$ cat src/hw/apcrc_pkg.sv
package apcrc_pkg;

    ////////////////////////////////////////////////////////////////////////////////
    // timing
    localparam int CLK_MHZ = 125;
    localparam int STRAP_SETTLE_CYCLES = 4;
    // internal oscillator start-up routine length
    localparam int STARTUP_NS = 2000;
    localparam int STARTUP_CYCLES = (STARTUP_NS * CLK_MHZ + 999) / 1000;
    // longest time to full operation after sleep, a whole number of clk cycles
    localparam int WAKE_US = 100;
    localparam int WAKE_CYCLES_DEF = WAKE_US * CLK_MHZ;
    // power-up time after full power-down
    localparam int PUP_MS = 10;
    localparam int PUP_CYCLES_DEF = PUP_MS * 1000 * CLK_MHZ;
    // modulator clock half period in high performance mode, in clk cycles
    localparam int MOD_HALF_HP = 1;

    localparam int NUM_CH = 4;

    ////////////////////////////////////////////////////////////////////////////////
    // register map (byte addresses)
    localparam logic [3:0] ADDR_CTRL = 4'h0;
    localparam logic [3:0] ADDR_CHPD = 4'h4;
    localparam logic [3:0] ADDR_STATUS = 4'h8;

    localparam int CTRL_CORR_BIT = 0;
    localparam int CTRL_XCLK_BIT = 1;
    localparam int CTRL_LOWPWR_BIT = 2;
    localparam int CTRL_SLEEP_BIT = 3;
    localparam int CTRL_SRST_BIT = 4;

    localparam int ST_SERIAL_BIT = 0;
    localparam int ST_CRYSTAL_BIT = 1;
    localparam int ST_EXTCLK_BIT = 2;
    localparam int ST_SLEEP_BIT = 3;
    localparam int ST_READY_BIT = 4;

    localparam logic CORR_RST = 1'h0;
    localparam logic XCLK_RST = 1'h0;
    localparam logic LOWPWR_RST = 1'h0;
    localparam logic SLEEP_RST = 1'h0;
    localparam logic [NUM_CH-1:0] CHPD_RST = 4'h0;

    ////////////////////////////////////////////////////////////////////////////////
    // types
    typedef enum logic [2:0] {
        PH_STRAP, PH_STARTUP, PH_RUN, PH_SLEEP, PH_WAKE, PH_PDOWN, PH_PUP
    } apcrc_phase_t;

    typedef struct packed {
        logic [3:0] adr;
        logic [31:0] dat;
        logic [3:0] sel;
        logic we;
        logic cyc;
        logic stb;
    } apcrc_wb_req_t;

    typedef struct packed {
        logic controlSelect;
        logic clockSourceStrap;
        logic fullPowerDownPinN;
        logic resetPinN;
        logic lowPowerPin;
    } apcrc_pins_t;

    localparam apcrc_pins_t PINS_IDLE = 5'h06;

    typedef struct packed {
        logic [NUM_CH-1:0] channelOn;
        logic [NUM_CH-1:0] channelInputHiZ;
        logic referenceInputHiZ;
        logic analogOn;
        logic regulatorOn;
    } apcrc_power_t;

    localparam apcrc_power_t POWER_OFF = 11'h07D;

    typedef struct packed {
        logic useExternalClock;
        logic crystalClockOutEnable;
        logic lowPowerMode;
    } apcrc_clock_t;

    typedef struct packed {
        logic enable;
        logic [2:0] currentQuarters;
    } apcrc_refcorr_t;

    // reference current in quarters: one quarter per running channel
    function automatic logic [2:0] apcrc_quarters(input logic [NUM_CH-1:0] on);
        logic [2:0] q;
        q = 3'h0;
        for (int i = 0; i < NUM_CH; i++) begin
            q = q + {2'h0, on[i]};
        end
        return q;
    endfunction

endpackage

$ cat src/hw/apcrc_mod_clock.sv
module apcrc_mod_clock
    import apcrc_pkg::*;
#(
    parameter int HALF_HP = MOD_HALF_HP
) (
    // clock and reset
    input wire logic clk,
    input wire logic reset,
    // control
    input wire logic run,
    input wire logic halfRate,
    // modulator clock
    output logic modClk
);

    if (HALF_HP < 1 || 2 * HALF_HP > 255) begin : gBadHalf
        $error("HALF_HP out of range");
    end

    typedef struct packed {
        logic [7:0] cnt;
        logic modClk;
    } apcrc_modclk_state_t;

    apcrc_modclk_state_t r_reg, r_next;
    logic [7:0] limit;

    always_comb begin
        r_next = r_reg;
        // low power doubles the half period, halving the rate
        limit = halfRate ? 8'(2 * HALF_HP - 1) : 8'(HALF_HP - 1); // RL9
        if (!run) begin
            r_next.cnt = 8'h00;
            r_next.modClk = 1'b0;
        end else if (r_reg.cnt >= limit) begin
            r_next.cnt = 8'h00;
            r_next.modClk = ~r_reg.modClk;
        end else begin
            r_next.cnt = r_reg.cnt + 8'h01;
        end
    end

    always_ff @(posedge clk) begin
        if (reset) begin
            r_reg <= '0;
        end else begin
            r_reg <= r_next;
        end
    end

    assign modClk = r_reg.modClk;
endmodule

$ cat src/hw/apcrc_top.sv
// Operation
// RL1 - pin or serial control chosen once at power-up from the select pin.
// RL2 - serial mode: correction enable bit set compensates reference resistor drop.
// RL3 - correction counts one quarter less reference current per disabled channel.
// RL4 - reference drop correction always off in pin control mode.
// RL5 - start-up runs on internal oscillator, then hands over to external clock.
// RL6 - crystal or CMOS clock strap latched at power-on.
// RL7 - pin mode: crystal clock output follows the crystal strap.
// RL8 - serial mode: crystal clock output off after reset until enabled.
// RL9 - low power mode runs modulators at half the high performance rate.
// RL10 - serial mode: each channel has its own power-down bit.
// RL11 - powered-down channel input is high impedance.
// RL12 - serial mode: setting sleep bit enters sleep.
// RL13 - sleep powers down all but the regulator, registers kept.
// RL14 - full operation within 100 us after leaving sleep.
// RL15 - sleep makes reference and channel inputs high impedance.
// RL16 - power-down pin low powers down all blocks while low.
// RL17 - leaving power-down restores register defaults, 10 ms power-up.
// RL18 - any reset restores defaults and restarts the internal logic.
// RL19 - reset by pin low or self-clearing software reset bit.
// RL20 - clearing sleep bit leaves sleep and starts wake-up.
//
// The Wishbone interface to the registers and the placing of the registers were chosen for this implementation.
module apcrc_top
    import apcrc_pkg::*;
#(
    parameter int WAKE_CYCLES = WAKE_CYCLES_DEF,
    parameter int PUP_CYCLES = PUP_CYCLES_DEF,
    parameter int CNT_W = 21
) (
    // clock and reset
    input wire logic clk,
    input wire logic reset,
    // register bus
    input wire apcrc_wb_req_t wbReq,
    output logic wbAck,
    output logic [31:0] wbDatOut,
    // device pins
    input wire apcrc_pins_t pinsIn,
    // power, clock and reference controls
    output apcrc_power_t powerOut,
    output apcrc_clock_t clockOut,
    output apcrc_refcorr_t refCorrOut,
    output logic deviceReady,
    output logic modulatorClock
);

    if (WAKE_CYCLES < 1 || PUP_CYCLES < 1 || STARTUP_CYCLES < 1
        || WAKE_CYCLES >= 2 ** CNT_W || PUP_CYCLES >= 2 ** CNT_W
        || STARTUP_CYCLES >= 2 ** CNT_W) begin : gBadCounts
        $error("counts do not fit CNT_W");
    end

    ////////////////////////////////////////////////////////////////////////////////
    // state

    typedef struct packed {
        apcrc_pins_t s1;
        apcrc_pins_t s2;
        apcrc_pins_t s3;
        apcrc_pins_t lvl;
        logic strapDone;
        logic serialMode;
        logic crystalStrap;
        apcrc_phase_t phase;
        logic [CNT_W-1:0] cnt;
        logic corrEn;
        logic xclkEn;
        logic lowPwr;
        logic sleepEn;
        logic softRst;
        logic [NUM_CH-1:0] chPd;
        logic ack;
        logic [31:0] rdat;
        apcrc_power_t power;
        apcrc_clock_t clock;
        apcrc_refcorr_t refCorr;
        logic ready;
    } apcrc_state_t;

    apcrc_state_t r_reg, r_next;

    function automatic apcrc_state_t apcrc_defaults(input apcrc_state_t s);
        apcrc_state_t d;
        d = s;
        d.corrEn = CORR_RST;
        d.xclkEn = XCLK_RST;
        d.lowPwr = LOWPWR_RST;
        d.sleepEn = SLEEP_RST;
        d.chPd = CHPD_RST;
        d.softRst = 1'b0;
        return d;
    endfunction

    ////////////////////////////////////////////////////////////////////////////////
    // next state

    always_comb begin
        logic wr;
        logic live;
        logic analogOn;
        logic [NUM_CH-1:0] on;
        wr = 1'b0;
        live = 1'b0;
        analogOn = 1'b0;
        on = '0;
        r_next = r_reg;

        // pin synchronisers: a level counts once stages two and three agree
        r_next.s1 = pinsIn;
        r_next.s2 = r_reg.s1;
        r_next.s3 = r_reg.s2;
        r_next.lvl = apcrc_pins_t'((r_reg.s3 & ~(r_reg.s2 ^ r_reg.s3))
            | (r_reg.lvl & (r_reg.s2 ^ r_reg.s3)));
        r_next.cnt = r_reg.cnt + {{(CNT_W - 1){1'b0}}, 1'b1};
        r_next.softRst = 1'b0;

        // bus slave: one wait state, unmapped reads return zero
        live = r_reg.phase inside {PH_STARTUP, PH_RUN, PH_SLEEP, PH_WAKE};
        r_next.ack = wbReq.cyc & wbReq.stb & ~r_reg.ack;
        r_next.rdat = '0;
        // pin mode ignores register writes; they are still acknowledged
        wr = r_next.ack & wbReq.we & wbReq.sel[0] & r_reg.serialMode & live;
        if (r_next.ack && !wbReq.we) begin
            case (wbReq.adr)
                ADDR_CTRL: begin
                    r_next.rdat[CTRL_CORR_BIT] = r_reg.corrEn;
                    r_next.rdat[CTRL_XCLK_BIT] = r_reg.xclkEn;
                    r_next.rdat[CTRL_LOWPWR_BIT] = r_reg.lowPwr;
                    r_next.rdat[CTRL_SLEEP_BIT] = r_reg.sleepEn;
                end
                ADDR_CHPD: begin
                    r_next.rdat[NUM_CH-1:0] = r_reg.chPd;
                end
                ADDR_STATUS: begin
                    r_next.rdat[ST_SERIAL_BIT] = r_reg.serialMode;
                    r_next.rdat[ST_CRYSTAL_BIT] = r_reg.crystalStrap;
                    r_next.rdat[ST_EXTCLK_BIT] = r_reg.clock.useExternalClock;
                    r_next.rdat[ST_SLEEP_BIT] = r_reg.phase == PH_SLEEP;
                    r_next.rdat[ST_READY_BIT] = r_reg.ready;
                end
                default: begin
                    r_next.rdat = '0;
                end
            endcase
        end
        if (wr) begin
            case (wbReq.adr)
                ADDR_CTRL: begin
                    r_next.corrEn = wbReq.dat[CTRL_CORR_BIT]; // RL2
                    r_next.xclkEn = wbReq.dat[CTRL_XCLK_BIT]; // RL8
                    r_next.lowPwr = wbReq.dat[CTRL_LOWPWR_BIT];
                    r_next.sleepEn = wbReq.dat[CTRL_SLEEP_BIT]; // RL12
                    r_next.softRst = wbReq.dat[CTRL_SRST_BIT]; // RL19
                end
                ADDR_CHPD: begin
                    r_next.chPd = wbReq.dat[NUM_CH-1:0]; // RL10
                end
                default: begin
                end
            endcase
        end

        // power and clock sequence
        case (r_reg.phase)
            PH_STRAP: begin
                if (r_reg.cnt == CNT_W'(STRAP_SETTLE_CYCLES)) begin
                    r_next.serialMode = r_reg.lvl.controlSelect; // RL1
                    r_next.crystalStrap = r_reg.lvl.clockSourceStrap; // RL6
                    r_next.strapDone = 1'b1;
                    r_next.phase = PH_STARTUP;
                    r_next.cnt = '0;
                end
            end
            PH_STARTUP: begin
                // internal oscillator until the routine ends
                if (r_reg.cnt == CNT_W'(STARTUP_CYCLES - 1)) begin
                    r_next.phase = PH_RUN; // RL5
                end
            end
            PH_RUN: begin
                if (r_reg.sleepEn) begin
                    r_next.phase = PH_SLEEP; // RL12
                end
            end
            PH_SLEEP: begin
                if (!r_reg.sleepEn) begin
                    r_next.phase = PH_WAKE; // RL20
                    r_next.cnt = '0;
                end
            end
            PH_WAKE: begin
                if (r_reg.sleepEn) begin
                    r_next.phase = PH_SLEEP;
                end else if (r_reg.cnt == CNT_W'(WAKE_CYCLES - 1)) begin
                    r_next.phase = PH_RUN; // RL14
                end
            end
            PH_PDOWN: begin
                if (r_reg.lvl.fullPowerDownPinN) begin
                    r_next.phase = PH_PUP;
                    r_next.cnt = '0;
                end
            end
            PH_PUP: begin
                if (r_reg.cnt == CNT_W'(PUP_CYCLES - 1)) begin
                    r_next.phase = PH_STARTUP; // RL17
                    r_next.cnt = '0;
                end
            end
            default: begin
                r_next.phase = PH_STRAP;
                r_next.cnt = '0;
            end
        endcase

        // power-down pin beats reset; neither applies before the straps are held
        if (r_reg.strapDone) begin
            if (!r_reg.lvl.fullPowerDownPinN) begin
                r_next = apcrc_defaults(r_next); // RL16 RL17
                r_next.phase = PH_PDOWN;
                r_next.cnt = '0;
            end else if ((!r_reg.lvl.resetPinN || r_reg.softRst)
                && !(r_reg.phase inside {PH_PDOWN, PH_PUP})) begin
                r_next = apcrc_defaults(r_next); // RL18 RL19
                r_next.phase = PH_STARTUP;
                r_next.cnt = '0;
            end
        end

        // outputs follow the next phase so they line up with it
        analogOn = r_next.phase inside {PH_STARTUP, PH_RUN, PH_WAKE}; // RL13
        on = analogOn ? ~(r_next.chPd & {NUM_CH{r_next.serialMode}}) : '0; // RL10
        r_next.power.channelOn = on;
        r_next.power.channelInputHiZ = ~on; // RL11 RL15
        r_next.power.referenceInputHiZ = ~analogOn; // RL15
        r_next.power.analogOn = analogOn;
        r_next.power.regulatorOn = r_next.phase != PH_PDOWN; // RL13 RL16
        r_next.clock.useExternalClock =
            r_next.phase inside {PH_RUN, PH_SLEEP, PH_WAKE}; // RL5
        r_next.clock.crystalClockOutEnable = r_next.crystalStrap & analogOn
            & (r_next.serialMode ? r_next.xclkEn : 1'b1); // RL7 RL8
        r_next.clock.lowPowerMode =
            r_next.serialMode ? r_next.lowPwr : r_next.lvl.lowPowerPin; // RL9
        r_next.refCorr.enable = r_next.serialMode & r_next.corrEn & analogOn; // RL2 RL4
        r_next.refCorr.currentQuarters = apcrc_quarters(on); // RL3
        r_next.ready = r_next.phase == PH_RUN;
    end

    ////////////////////////////////////////////////////////////////////////////////
    // registers

    always_ff @(posedge clk) begin
        if (reset) begin
            r_reg <= '0;
            r_reg.s1 <= PINS_IDLE;
            r_reg.s2 <= PINS_IDLE;
            r_reg.s3 <= PINS_IDLE;
            r_reg.lvl <= PINS_IDLE;
            r_reg.phase <= PH_STRAP;
            r_reg.power <= POWER_OFF;
        end else begin
            r_reg <= r_next;
        end
    end

    assign wbAck = r_reg.ack;
    assign wbDatOut = r_reg.rdat;
    assign powerOut = r_reg.power;
    assign clockOut = r_reg.clock;
    assign refCorrOut = r_reg.refCorr;
    assign deviceReady = r_reg.ready;

    // modulators only run on the external clock while analog is up
    apcrc_mod_clock #(
        .HALF_HP(MOD_HALF_HP)
    ) apcrc_mod_clock_i (
        .clk(clk),
        .reset(reset),
        .run(r_reg.power.analogOn & r_reg.clock.useExternalClock),
        .halfRate(r_reg.clock.lowPowerMode), // RL9
        .modClk(modulatorClock)
    );
endmodule

$ cat config.mk
export PLATFORM = sky130hd
export DESIGN_NAME = apcrc_top
export DESIGN_NICKNAME = d
export VERILOG_FILES = /design/src/hw/apcrc_pkg.sv /design/src/hw/apcrc_mod_clock.sv /design/src/hw/apcrc_top.sv
export SDC_FILE = /design/constraint.sdc
export NUM_CORES = 1
export LEC_CHECK = 0
export ABC_AREA = 0
export BUFFER_PORTS_ARGS = -buffer_cell sky130_fd_sc_hd__clkbuf_2
export CAP_MARGIN = 20
export CORE_ASPECT_RATIO = 1.75
export CORE_MARGIN = 5
export CORE_UTILIZATION = 25
export CTS_CLUSTER_SIZE = 8
export DETAILED_ROUTE_END_ITERATION = 12
export SYNTH_ARGS = -nofsm -noshare
export SYNTH_HDL_FRONTEND = slang
export SYNTH_SLANG_ARGS = --single-unit
$ cat constraint.sdc
create_clock -name clk -period 4.35 [get_ports clk]
set_input_delay 0.6525 -clock clk [delete_from_list [all_inputs] [get_ports clk]]
set_output_delay 0.6525 -clock clk [all_outputs]
set_load 0.1 [all_outputs]
# After elaboration in Yosys (flattened, before gate mapping)
# Index checks and enable logic that the tools add are counted.
dict set report classes {
  eq_ne 17
  add_sub_neg 5
  n_bitwise 23
  mux 24
  n_lt_le_gt_ge 1
  div_mod_pow 0
  multipliers 0
  reduce_logical 15
  n_shift 0
}
# op n
set op_table {}
lappend op_table {{two-way mux 85 bit} 3}
lappend op_table {{case mux 21 bit (5 select lines)} 1}
lappend op_table {{two-way mux 24 bit} 3}
lappend op_table {{two-way mux 27 bit} 1}
lappend op_table {{adder 21 x 1 -> 21 bit, second input constant} 1}
lappend op_table {{equality test 21 x 14 -> 1 bit, second input constant} 1}
lappend op_table {{equality test 21 bit, second input constant} 1}
lappend op_table {{equality test 21 x 3 -> 1 bit, second input constant} 1}
lappend op_table {{equality test 21 x 8 -> 1 bit, second input constant} 1}
lappend op_table {{case mux 3 bit (7 select lines)} 1}
lappend op_table {{two-way mux 3 bit} 5}
lappend op_table {{equality test 3 x 2 -> 1 bit, second input constant} 4}
lappend op_table {{equality test 3 bit, second input constant} 4}
lappend op_table {{case mux 4 bit (3 select lines)} 1}
lappend op_table {{AND 1 bit} 11}
lappend op_table {{AND 5 bit} 2}
lappend op_table {{two-way mux 5 bit} 2}
lappend op_table {{two-way mux 9 bit} 1}
lappend op_table {{adder 8 x 1 -> 8 bit, second input constant} 1}
lappend op_table {{>= comparator 8 bit} 1}
lappend op_table {{two-way mux 4 bit} 2}
lappend op_table {{NOT 4 bit} 2}
lappend op_table {{equality test 3 x 1 -> 1 bit, second input constant} 2}
lappend op_table {{nonzero test 3 bit} 2}
lappend op_table {{21 further kinds} 31}
dict set report word_totals {
  ramBits 0
  in_bits 50
  romBits 0
  elab_cells 131
  mem_count 0
  ff_bits 117
  latchBits 0
  out_inout_bits 53
}

# Logic depth before layout (Yosys ltp)
# Gate-level depths: netlist (run 1).
dict set report depth {
  depth_word 16
  mapped_depth 17
  depth_no_buf 15
}

# Hierarchy
# Synthesis (run 1) repeated with hierarchy kept, for this count alone.
dict set report unflattened {
  hier_cells 461
  hier_area_um2 4116.4
}
# mod instances cells_per_inst area_per_inst_um2
set by_module_without_submodules {}
lappend by_module_without_submodules {apcrc_top 1 435 3801.1}
lappend by_module_without_submodules {apcrc_mod_clock 1 26 315.3}

# Worst setup path before layout (run 1)
# Ideal clock, no wire load.
dict set report synth_path {
  path_type {register to register}
  from {reg r_reg[75] in the netlist's numbering}
  to {reg r_reg, in the netlist refCorrOut[1]}
  path_buffers 1
  period_less_slack_ps 3343
  path_slack_ps 1007
  stages_incl_launch_ff 13
  arrival_time_ps 3216
  setup_ps 127
  cell_sequence {dfxtp_1 or4_4 or3_4 nor4_4 a221o_2 o21ai_2 or2_1 buf_6 a2111oi_2 ha_1 ha_1 ha_1 nor2b_1}
}
# element line
set synth_lines {}
lappend synth_lines {{start: declaration} apcrc_top.sv:81} ;# apcrc_state_t r_reg, r_next;
lappend synth_lines {{start signal: assignment} apcrc_top.sv:263} ;# r_reg <= r_next;

==> metrics.yaml, run 1 <==
placed_design:
  dp_hpwl_mm: 7.391
  postPlaceCellArea_um2: 4446
  io_buffers: 45
  gp_congestion: 0.8598
clock_network:
  clkLatencyLatePin_ps: 340
  clk_pin_slew_ps: 60
  post_cts_resized: 0
  clockBufferDepth: 2
  cts_setup_buffers: 0
  clockRootBuffer: "clkbuf_16"
  h-tree-depth: 3
  cts_sinks: 90
  cts_inserted_buffers: 9
  cts_tree: "done"
  holdBufCountCts: 0
sta:
  drv_slew: 0
  worst_pin_slew_ps: 875.5
  timing.fmax_ghz: 0.2539
  hold_viol: 0
  period_share_pct: 90.54
  fin_worst_skew_ps: 5.737
  min_period_ps: 3938
  fin_tns_setup_ps: 0
  rsz0062_at_grt: "false"
  hold_ws_ps: 408.9
  setup-violations-final: 0
  slew_headroom_pct: 41.63
detailed_routing:
  dr.pass1.iters: 4
  antenna_left: 0
  met2_length_mm: 5.419
  vias: 3133
  drt-initial-drc-count: 98
  drt-wirelength-per-cell_um: 13.00
  vias_per_cell: 4.321
  top_layer: "met4"
  wirelength_mm: 9.428
  wl_met3_um: 448
  wl_met1_mm: 3.224
  drcViolationCount: 0
worst_setup_path:
  timing.rr.start: "r_reg[70]$_SDFF_PP0_"
  reg2regPathDepth: 11
  r2r_slack_ps: 410
  worstPathArrival_ps: 4140
  end_kind: "flip-flop"
  critical_path.startpoint: "r_reg[70]$_SDFF_PP0_"
  cp_max_fo: 9
  r2r_end: "refCorrOut[1]$_SDFF_PP0_"
  path_class: "flip-flop to flip-flop"
  critPathLaunchType: "flip-flop"
  cp.required_ps: 4560
min_path:
  whs_endpoint: "r_reg[100]$_SDFF_PP1_"
  hold_path_class: "flip-flop to flip-flop"
  hold_depth: 1
  worstHoldStart: "r_reg[105]$_SDFF_PP1_"
die:
  dieArea_um2: 19720
  die_h_um: 182.1
  fp.coreArea_um2: 16790
  initial_core_util_pct: 25.20
  num_rows: 63
  die_x_um: 108.3
  ios: 103
pwr:
  pwr-share-clk_pct: 41.9
  intPower_uw: 1343
  p_sw_share_pct: 27.96
  p_leak_uw: 0.001803
  peakVddDrop_mv: 0.2143
  pwr-share-seq_pct: 45.8
  p_comb_share_pct: 12.4
  powerDensity_nw_per_um2: 392.4
  power_switching_uw: 521.4
synth:
  postSynthCellCount: 467
  synth_area_um2: 4230
  ys_seq_area_share_pct: 42.59
  syn_area_per_cell_um2: 9.058
  synthArstFlopShare_pct: 0
  synth_top_flop_cell: "dfxtp_1"
  ys_types: 65
  synth_warnings: 0
  yosys_register_bits: 90
  synth-edff-count: 0
global_routing:
  antenna_found_initial: 0
  grt_overflow: 0
  grt_max_degree: 22
  grt.total_usage_pct: 9.972
  grt_pass1_vias: 3088
  grt_pass1_wl_mm: 15.36
outcome:
  outcome: "finished, final reports clean"
final_layout:
  layout.nets: 551
  syn2layout_area_growth_pct: 12.33
  final_cell_area_um2: 4752
  largest_reg_flops: 52
  multiInputGateArea_um2: 2018
  antenna_cells: 0
  nFillCells: 1761
  drive_gt1_share_pct: 19.48
  layout.area.seq_um2: 1802
flow_run:
  drv_cap: 0
==> worst max-delay path, cell delays in order (launching register included) <==
cell,delay [ps]
dfxtp_1,360
nor4_1,520
nor4b_1,610
a31oi_1,160
a221o_2,360
nor2_1,260
o21ai_2,220
a2111oi_2,430
ha_1,310
ha_1,190
ha_1,260
nor2b_1,130
==> worst max path at each step <==
stage                                          end  slack, ps  depth (start not counted)
after CTS                 refCorrOut[1]$_SDFF_PP0_        420                         11
final                     refCorrOut[1]$_SDFF_PP0_        410                         11
after global placement    refCorrOut[1]$_SDFF_PP0_        410                         11
after floorplan           refCorrOut[1]$_SDFF_PP0_       1010                         12
after global routing      refCorrOut[1]$_SDFF_PP0_        160                         12
after detailed placement  refCorrOut[1]$_SDFF_PP0_        430                         11
==> cell families after synthesis <==
group	synth area share, %
flip-flops	42.59
AO/OA/AOI/OAI	12.16
multiplexers	3.431
adder cells (fa/ha/maj)	2.366
buffers and inverters	12.54
XOR/XNOR	4.141
AND/OR/NAND/NOR	22.69
other	0.08865
==> layout make-up <==
cell class | count | share of cell area (%)
multi-input cells | 325 | 42.47
inverters | 13 | 1.027
repair buffers | 54 | 6.161
well taps | 227 | 5.977
flip-flops and latches | 90 | 37.91
clock inverters | 5 | 1.343
clock buffers | 11 | 5.108
==> power by group through the flow <==
stage | logic (uW) | registers (uW) | clock network (uW)
3_5_place_dp | 232 | 872 | 0
5_1_grt | 243 | 855 | 837
6_report | 231 | 853 | 781
4_1_cts | 232 | 853 | 803
3_3_place_gp | 231 | 872 | 0
2_1_floorplan | 230 | 871 | 0
==> layout by cell type (no fill, tap or decap), types with 13 or more instances in the layout <==
| master | Yosys | layout |
|---|---|---|
| o21ai_0 | 14 | 13 |
| conb_1 | 1 | 32 |
| dfxtp_1 | 90 | 90 |
| clkbuf_2 | 0 | 45 |
| nand2_1 | 31 | 31 |
| nor2_1 | 50 | 50 |
| a21oi_1 | 22 | 22 |
| nor2b_1 | 15 | 15 |
| nor3_1 | 15 | 15 |
| inv_1 | 13 | 13 |
==> stage by stage <==
step	utilization [%]	setup WS (ps)	power, uW	instances
global route	28.30	161.0	1935	725
global placement	26.48	413.3	1102	709
finish	28.30	411.7	1865	725
detailed placement	26.48	429.4	1104	709
CTS	28.30	417.6	1888	725
floorplan	-	1007	1101	498
==> Yosys cell counts, drive strengths merged, types with 3 or more instances <==
master | number | share of area [%]
mux2i | 10 | 2.4
a221o | 3 | 0.74
or3 | 8 | 1.3
and4 | 3 | 0.62
nor2 | 50 | 4.4
a21oi | 22 | 2.6
xnor2 | 10 | 2.1
and3 | 4 | 0.59
mux2 | 4 | 1.1
nor2b | 15 | 2.2
nor3 | 15 | 1.8
a22oi | 4 | 0.71
nand3 | 8 | 0.95
o21bai | 3 | 0.53
buf | 58 | 10
xor2 | 10 | 2.1
o21ai | 17 | 2.3
a31oi | 3 | 0.44
nand4b | 3 | 0.62
nand4 | 6 | 0.89
or2 | 8 | 1.2
inv | 13 | 1.2
nor4 | 6 | 1.2
clkbuf | 12 | 1.1
nand2b | 6 | 0.89
dfxtp | 90 | 43
ha | 8 | 2.4
nand2 | 31 | 2.8
==> per-layer routing <==
layer / track usage, % / up-vias
met5: 0 / -
met4: 4.954 / 0
met3: 1.947 / 18
met2: 19.89 / 80
met1: 9.220 / 1462
li1: - / 1573
Power figures use the tool's default switching activity.
==> inputs of run 2 (changes only) <==
==> constraint.sdc (replaced) <==
create_clock -name clk -period 4.35 [get_ports clk]
set_input_delay 0 -clock clk [delete_from_list [all_inputs] [get_ports clk]]
set_output_delay 0 -clock clk [all_outputs]
set_load 0.1 [all_outputs]
==> metrics.yaml, run 2 (synthesis gave the netlist of run 1 again) <==
placed_design:
  gp_congestion: 0.8415
  io_buffers: 45
  dp_slack_ps: 470.8
  dp_hpwl_mm: 7.353
final_layout:
  multiInputGateArea_um2: 2018
  final_common_cell: "dfxtp_1"
  layout.area.seq_um2: 1802
  nFillCells: 1769
  drive_gt1_share_pct: 19.09
  largest_reg_flops: 52
  layout.nets: 556
  layout_common_cells: "dfxtp_1, nor2_1, clkbuf_2, conb_1, nand2_1"
  syn2layout_area_growth_pct: 13.61
  antenna_cells: 0
sta:
  setup-violations-final: 0
  min_period_ps: 3862
  worst_pin_slew_ps: 878.2
  postLayoutSetupSlackWorst_ps: 488.3
  hold_ws_ps: 24.16
  slew_headroom_pct: 41.44
  fin_tns_setup_ps: 0
  rsz0062_at_grt: "false"
  drv_slew: 0
  fin_worst_skew_ps: 4.711
  timing.fmax_ghz: 0.2590
  period_share_pct: 88.78
  hold_viol: 0
die:
  dieArea_um2: 19720
  die_h_um: 182.1
  fp.coreArea_um2: 16790
  ios: 103
  initial_core_util_pct: 25.20
  die_x_um: 108.3
  num_rows: 63
clock_network:
  cts_setup_buffers: 0
  clockRootBuffer: "clkbuf_16"
  cts_inserted_buffers: 9
  clk_pin_slew_ps: 60
  cts_sinks: 90
  h-tree-depth: 3
  clkLatencyLatePin_ps: 330
  clockBufferDepth: 2
  cts_tree: "done"
worst_setup_path:
  r2r_slack_ps: 490
  critical_path.startpoint: "r_reg[70]$_SDFF_PP0_"
  crit_chain: "nor4_1 -> nor4b_1 -> a31oi_1 -> a221o_2 -> nor2_1 -> o21ai_2 -> a2111oi_2 -> ha_1 -> ha_1 -> ha_1 -> nor2b_1"
  end_kind: "flip-flop"
  cpMostUsedCell: "ha_1"
  r2r_end: "refCorrOut[1]$_SDFF_PP0_"
  cp_max_fo: 9
  worstPathArrival_ps: 4060
  path_class: "flip-flop to flip-flop"
  critPathLaunchType: "flip-flop"
  cp.required_ps: 4550
  slowest_stage: "nor4b_1"
  timing.rr.start: "r_reg[70]$_SDFF_PP0_"
  critical-path-max-stage-delay_ps: 590
  reg2regPathDepth: 11
detailed_routing:
  antenna_left: 0
  vias_per_cell: 4.345
  drcViolationCount: 0
  wirelength_mm: 9.356
  vias: 3172
  drt-wirelength-per-cell_um: 12.82
  dr.pass1.iters: 4
  drt-initial-drc-count: 130
global_routing:
  grt_pass1_wl_mm: 14.84
  antenna_found_initial: 0
  grt_max_degree: 31
  grt.total_usage_pct: 9.596
  grt_pass1_vias: 3079
  grt_overflow: 0
min_path:
  hold_path_class: "input pin to flip-flop"
  hold_depth: 3
  whs_endpoint: "r_reg[54]$_SDFF_PP0_"
  worstHoldStart: "wbReq[9]"
pwr:
  p_leak_uw: 0.001817
  p_comb_share_pct: 12.6
  powerDensity_nw_per_um2: 386.2
  p_sw_share_pct: 27.65
  power_switching_uw: 513.1
  peakVddDrop_mv: 0.1752
  intPower_uw: 1343
  pwr-share-clk_pct: 41.4
  pwr-share-seq_pct: 46.0
flow_run:
  drv_cap: 0
outcome:
  outcome: "finished, final reports clean"
[run 2: cell count changes in the layout (fill, tap and decap cells not counted), sizes merged]
cell,delta
clkinv,-1
buf,-2
clkinvlp,+2
clkbuf,-1
dlygate4sd3,+7
[run 2: layer usage]
metal	up-vias	track usage [%]	share of wire, %
met3	26	1.841	4.6
li1	1595	-	-
met5	-	0	0
met2	85	19.29	57
met1	1466	8.397	35
met4	0	5.612	3.8
[run 2: how the worst max path moves through the flow]
stage | to | slack (ps) | cells after the start
after detailed placement | refCorrOut[1]$_SDFF_PP0_ | 470 | 11
final | refCorrOut[1]$_SDFF_PP0_ | 490 | 11
after floorplan | refCorrOut[1]$_SDFF_PP0_ | 1010 | 12
after global placement | refCorrOut[1]$_SDFF_PP0_ | 480 | 11
after global routing | refCorrOut[1]$_SDFF_PP0_ | 250 | 11
after CTS | refCorrOut[1]$_SDFF_PP0_ | 460 | 11
[run 2: stage by stage]
step | cell area [um^2] | cells | power, uW | util [%]
floorplan | 4347 | 498 | 1101 | -
global placement | 4431 | 707 | 1100 | 26.39
detailed placement | 4431 | 707 | 1102 | 26.39
CTS | 4806 | 730 | 1883 | 28.62
global route | 4806 | 730 | 1930 | 28.62
finish | 4806 | 730 | 1856 | 28.62
[run 2: critical path: cells and delay by family (launching register included)]
| kind | cells | cell delay, ps |
|---|---|---|
| adders and majority gates | 3 | 790 |
| and+or+nand+nor | 4 | 1450 |
| DFF | 1 | 360 |
| AOI/OAI and AO/OA | 4 | 1130 |
[run 2: final cells by class]
type,count,share of cell area (%)
multi-input combinational,325,41.99
tap,227,5.910
sequential,90,37.49
inverter,13,1.015
clock buffer,10,4.973
timing repair buffer,59,7.238
clock inverter,6,1.380
[run 2: power groups by stage]
stage / registers, uW / logic [uW] / clock network (uW)
final: 853 / 234 / 769
after global routing: 855 / 245 / 830
after CTS: 853 / 235 / 795
after detailed placement: 872 / 230 / 0
after global placement: 872 / 229 / 0
after floorplan: 871 / 230 / 0
[run 2: what timing repair did]
| item | in CTS | in global routing |
|---|---|---|
| hold buffers | 7 | 0 |
| hold endpoints to repair | 7 | 0 |
| resized for setup | 0 | 0 |
==> inputs of run 3 (changes only) <==
RECOVER_POWER = 25   (was default)
SLEW_MARGIN = 25   (was default)
==> metrics.yaml, run 3 (synthesis gave the netlist of run 1 again) <==
worst_setup_path:
  reg2regPathDepth: 11
  worstPathArrival_ps: 4060
  cp_max_fo: 9
  end_kind: "flip-flop"
  cpMostUsedCell: "ha_1"
  timing.rr.start: "r_reg[70]$_SDFF_PP0_"
  cp.required_ps: 4530
  r2r_end: "refCorrOut[1]$_SDFF_PP0_"
  critPathLaunchType: "flip-flop"
  r2r_slack_ps: 460
  slowest_stage: "nor4b_1"
  critPathTopFamily: "simple AND/OR/NAND/NOR gates"
  crit_chain: "nor4_1 -> nor4b_1 -> a31oi_1 -> a221o_2 -> nor2_1 -> o21ai_2 -> a2111oi_2 -> ha_1 -> ha_1 -> ha_1 -> nor2b_1"
  path_buf_inv: 0
  path_class: "flip-flop to flip-flop"
  critical-path-max-stage-delay_ps: 590
pwr:
  p_comb_share_pct: 12.5
  p_leak_uw: 0.001791
  powerDensity_nw_per_um2: 386.9
  pwr-share-seq_pct: 46.0
  intPower_uw: 1342
  peakVddDrop_mv: 0.1752
  p_sw_share_pct: 27.67
  power_switching_uw: 513.1
  pwr-share-clk_pct: 41.5
die:
  num_rows: 63
  fp.coreArea_um2: 16790
  die_h_um: 182.1
  dieArea_um2: 19720
  initial_core_util_pct: 25.20
  ios: 103
  die_x_um: 108.3
sta:
  setup-violations-final: 0
  hold_ws_ps: 24.29
  timing.fmax_ghz: 0.2572
  rsz0062_at_grt: "false"
  period_share_pct: 89.39
  slew_headroom_pct: 12.99
  drv_slew: 0
  worst_pin_slew_ps: 1305
  hold_viol: 0
  fin_tns_setup_ps: 0
  fin_worst_skew_ps: 4.707
  min_period_ps: 3889
final_layout:
  syn2layout_area_growth_pct: 13.31
  antenna_cells: 0
  layout.nets: 556
  final_common_cell: "dfxtp_1"
  largest_reg_flops: 52
  layout_common_cells: "dfxtp_1, nor2_1, clkbuf_2, conb_1, nand2_1"
  drive_gt1_share_pct: 17.50
  nFillCells: 1778
clock_network:
  clk_pin_slew_ps: 60
  cts_inserted_buffers: 9
  clockRootBuffer: "clkbuf_16"
  cts_setup_buffers: 0
  post_cts_resized: 0
  clockBufferDepth: 2
  clkLatencyLatePin_ps: 330
  cts_sinks: 90
  h-tree-depth: 3
  cts_tree: "done"
placed_design:
  io_buffers: 45
  gp_congestion: 0.8415
  dp_hpwl_mm: 7.353
outcome:
  outcome: "finished, final reports clean"
global_routing:
  antenna_found_initial: 0
  grt_pass1_vias: 3079
  grt.total_usage_pct: 9.596
  grt_overflow: 0
  grt_max_degree: 31
  grt_pass1_wl_mm: 14.84
min_path:
  hold_depth: 3
  whs_endpoint: "r_reg[54]$_SDFF_PP0_"
  hold_path_class: "input pin to flip-flop"
  worstHoldStart: "wbReq[9]"
detailed_routing:
  vias: 3177
  wirelength_mm: 9.363
  drt-initial-drc-count: 130
  antenna_left: 0
  drcViolationCount: 0
  dr.pass1.iters: 4
  drt-wirelength-per-cell_um: 12.83
  vias_per_cell: 4.352
flow_run:
  drv_cap: 0
run 3: cell types whose count changed in the layout (fill, tap and decap cells not counted), sizes merged:
cell,before,now
buf,7,6
clkbuf,55,56
run 3: timing repair:
action	in CTS	in global routing
endpoints found under the hold margin	7	0
hold buffers	7	0
setup endpoints to repair	0	0
run 3: layout make-up:
class / count / area [um^2] / area share [%]
inverter: 13 / 48.80 / 1.018
multi-input combinational: 325 / 2018 / 42.10
tap: 227 / 284.0 / 5.925
timing repair buffer: 59 / 335.3 / 6.996
clock inverter: 6 / 66.31 / 1.383
clock buffer: 10 / 239.0 / 4.986
sequential: 90 / 1802 / 37.59
run 3: worst max path at each step:
stage                                    start                  endpoint  slack (ps)  depth (start not counted)
after floorplan           r_reg[75]$_SDFF_PP0_  refCorrOut[1]$_SDFF_PP0_        1010                         12
after global placement    r_reg[70]$_SDFF_PP0_  refCorrOut[1]$_SDFF_PP0_         480                         11
after detailed placement  r_reg[70]$_SDFF_PP0_  refCorrOut[1]$_SDFF_PP0_         470                         11
after CTS                 r_reg[70]$_SDFF_PP0_  refCorrOut[1]$_SDFF_PP0_         460                         11
after global routing      r_reg[70]$_SDFF_PP0_  refCorrOut[1]$_SDFF_PP0_         220                         11
final                     r_reg[70]$_SDFF_PP0_  refCorrOut[1]$_SDFF_PP0_         460                         11
run 3: metal layers:
layer  track usage (%)  routed length, um  up-vias
met4             5.612                356        0
met3             1.841                447       28
met5                 0                  0        -
met2             19.29               5297       89
met1             8.397               3262     1466
li1                  -                  -     1594
run 3: power groups by stage:
stage / Sequential (uW) / Combinational [uW] / Clock, uW
global route: 855 / 244 / 830
detailed placement: 872 / 230 / 0
floorplan: 871 / 230 / 0
CTS: 853 / 235 / 795
finish: 853 / 233 / 769
global placement: 872 / 229 / 0
run 3: worst min-delay path, cell delays in order:
cell      delay (ps)
clkbuf_2         100
mux2i_1          110
nor2_1           110
run 3: metrics by stage:
stage | worst slack, ps | utilization [%] | area [um^2] | total power, uW | cells
after global routing | 217.9 | 28.55 | 4793 | 1929 | 730
after floorplan | 1007 | - | 4347 | 1101 | 498
after detailed placement | 470.8 | 26.39 | 4431 | 1102 | 707
after global placement | 480.8 | 26.39 | 4431 | 1100 | 707
after CTS | 458.2 | 28.62 | 4806 | 1883 | 730
final | 461.4 | 28.55 | 4793 | 1855 | 730
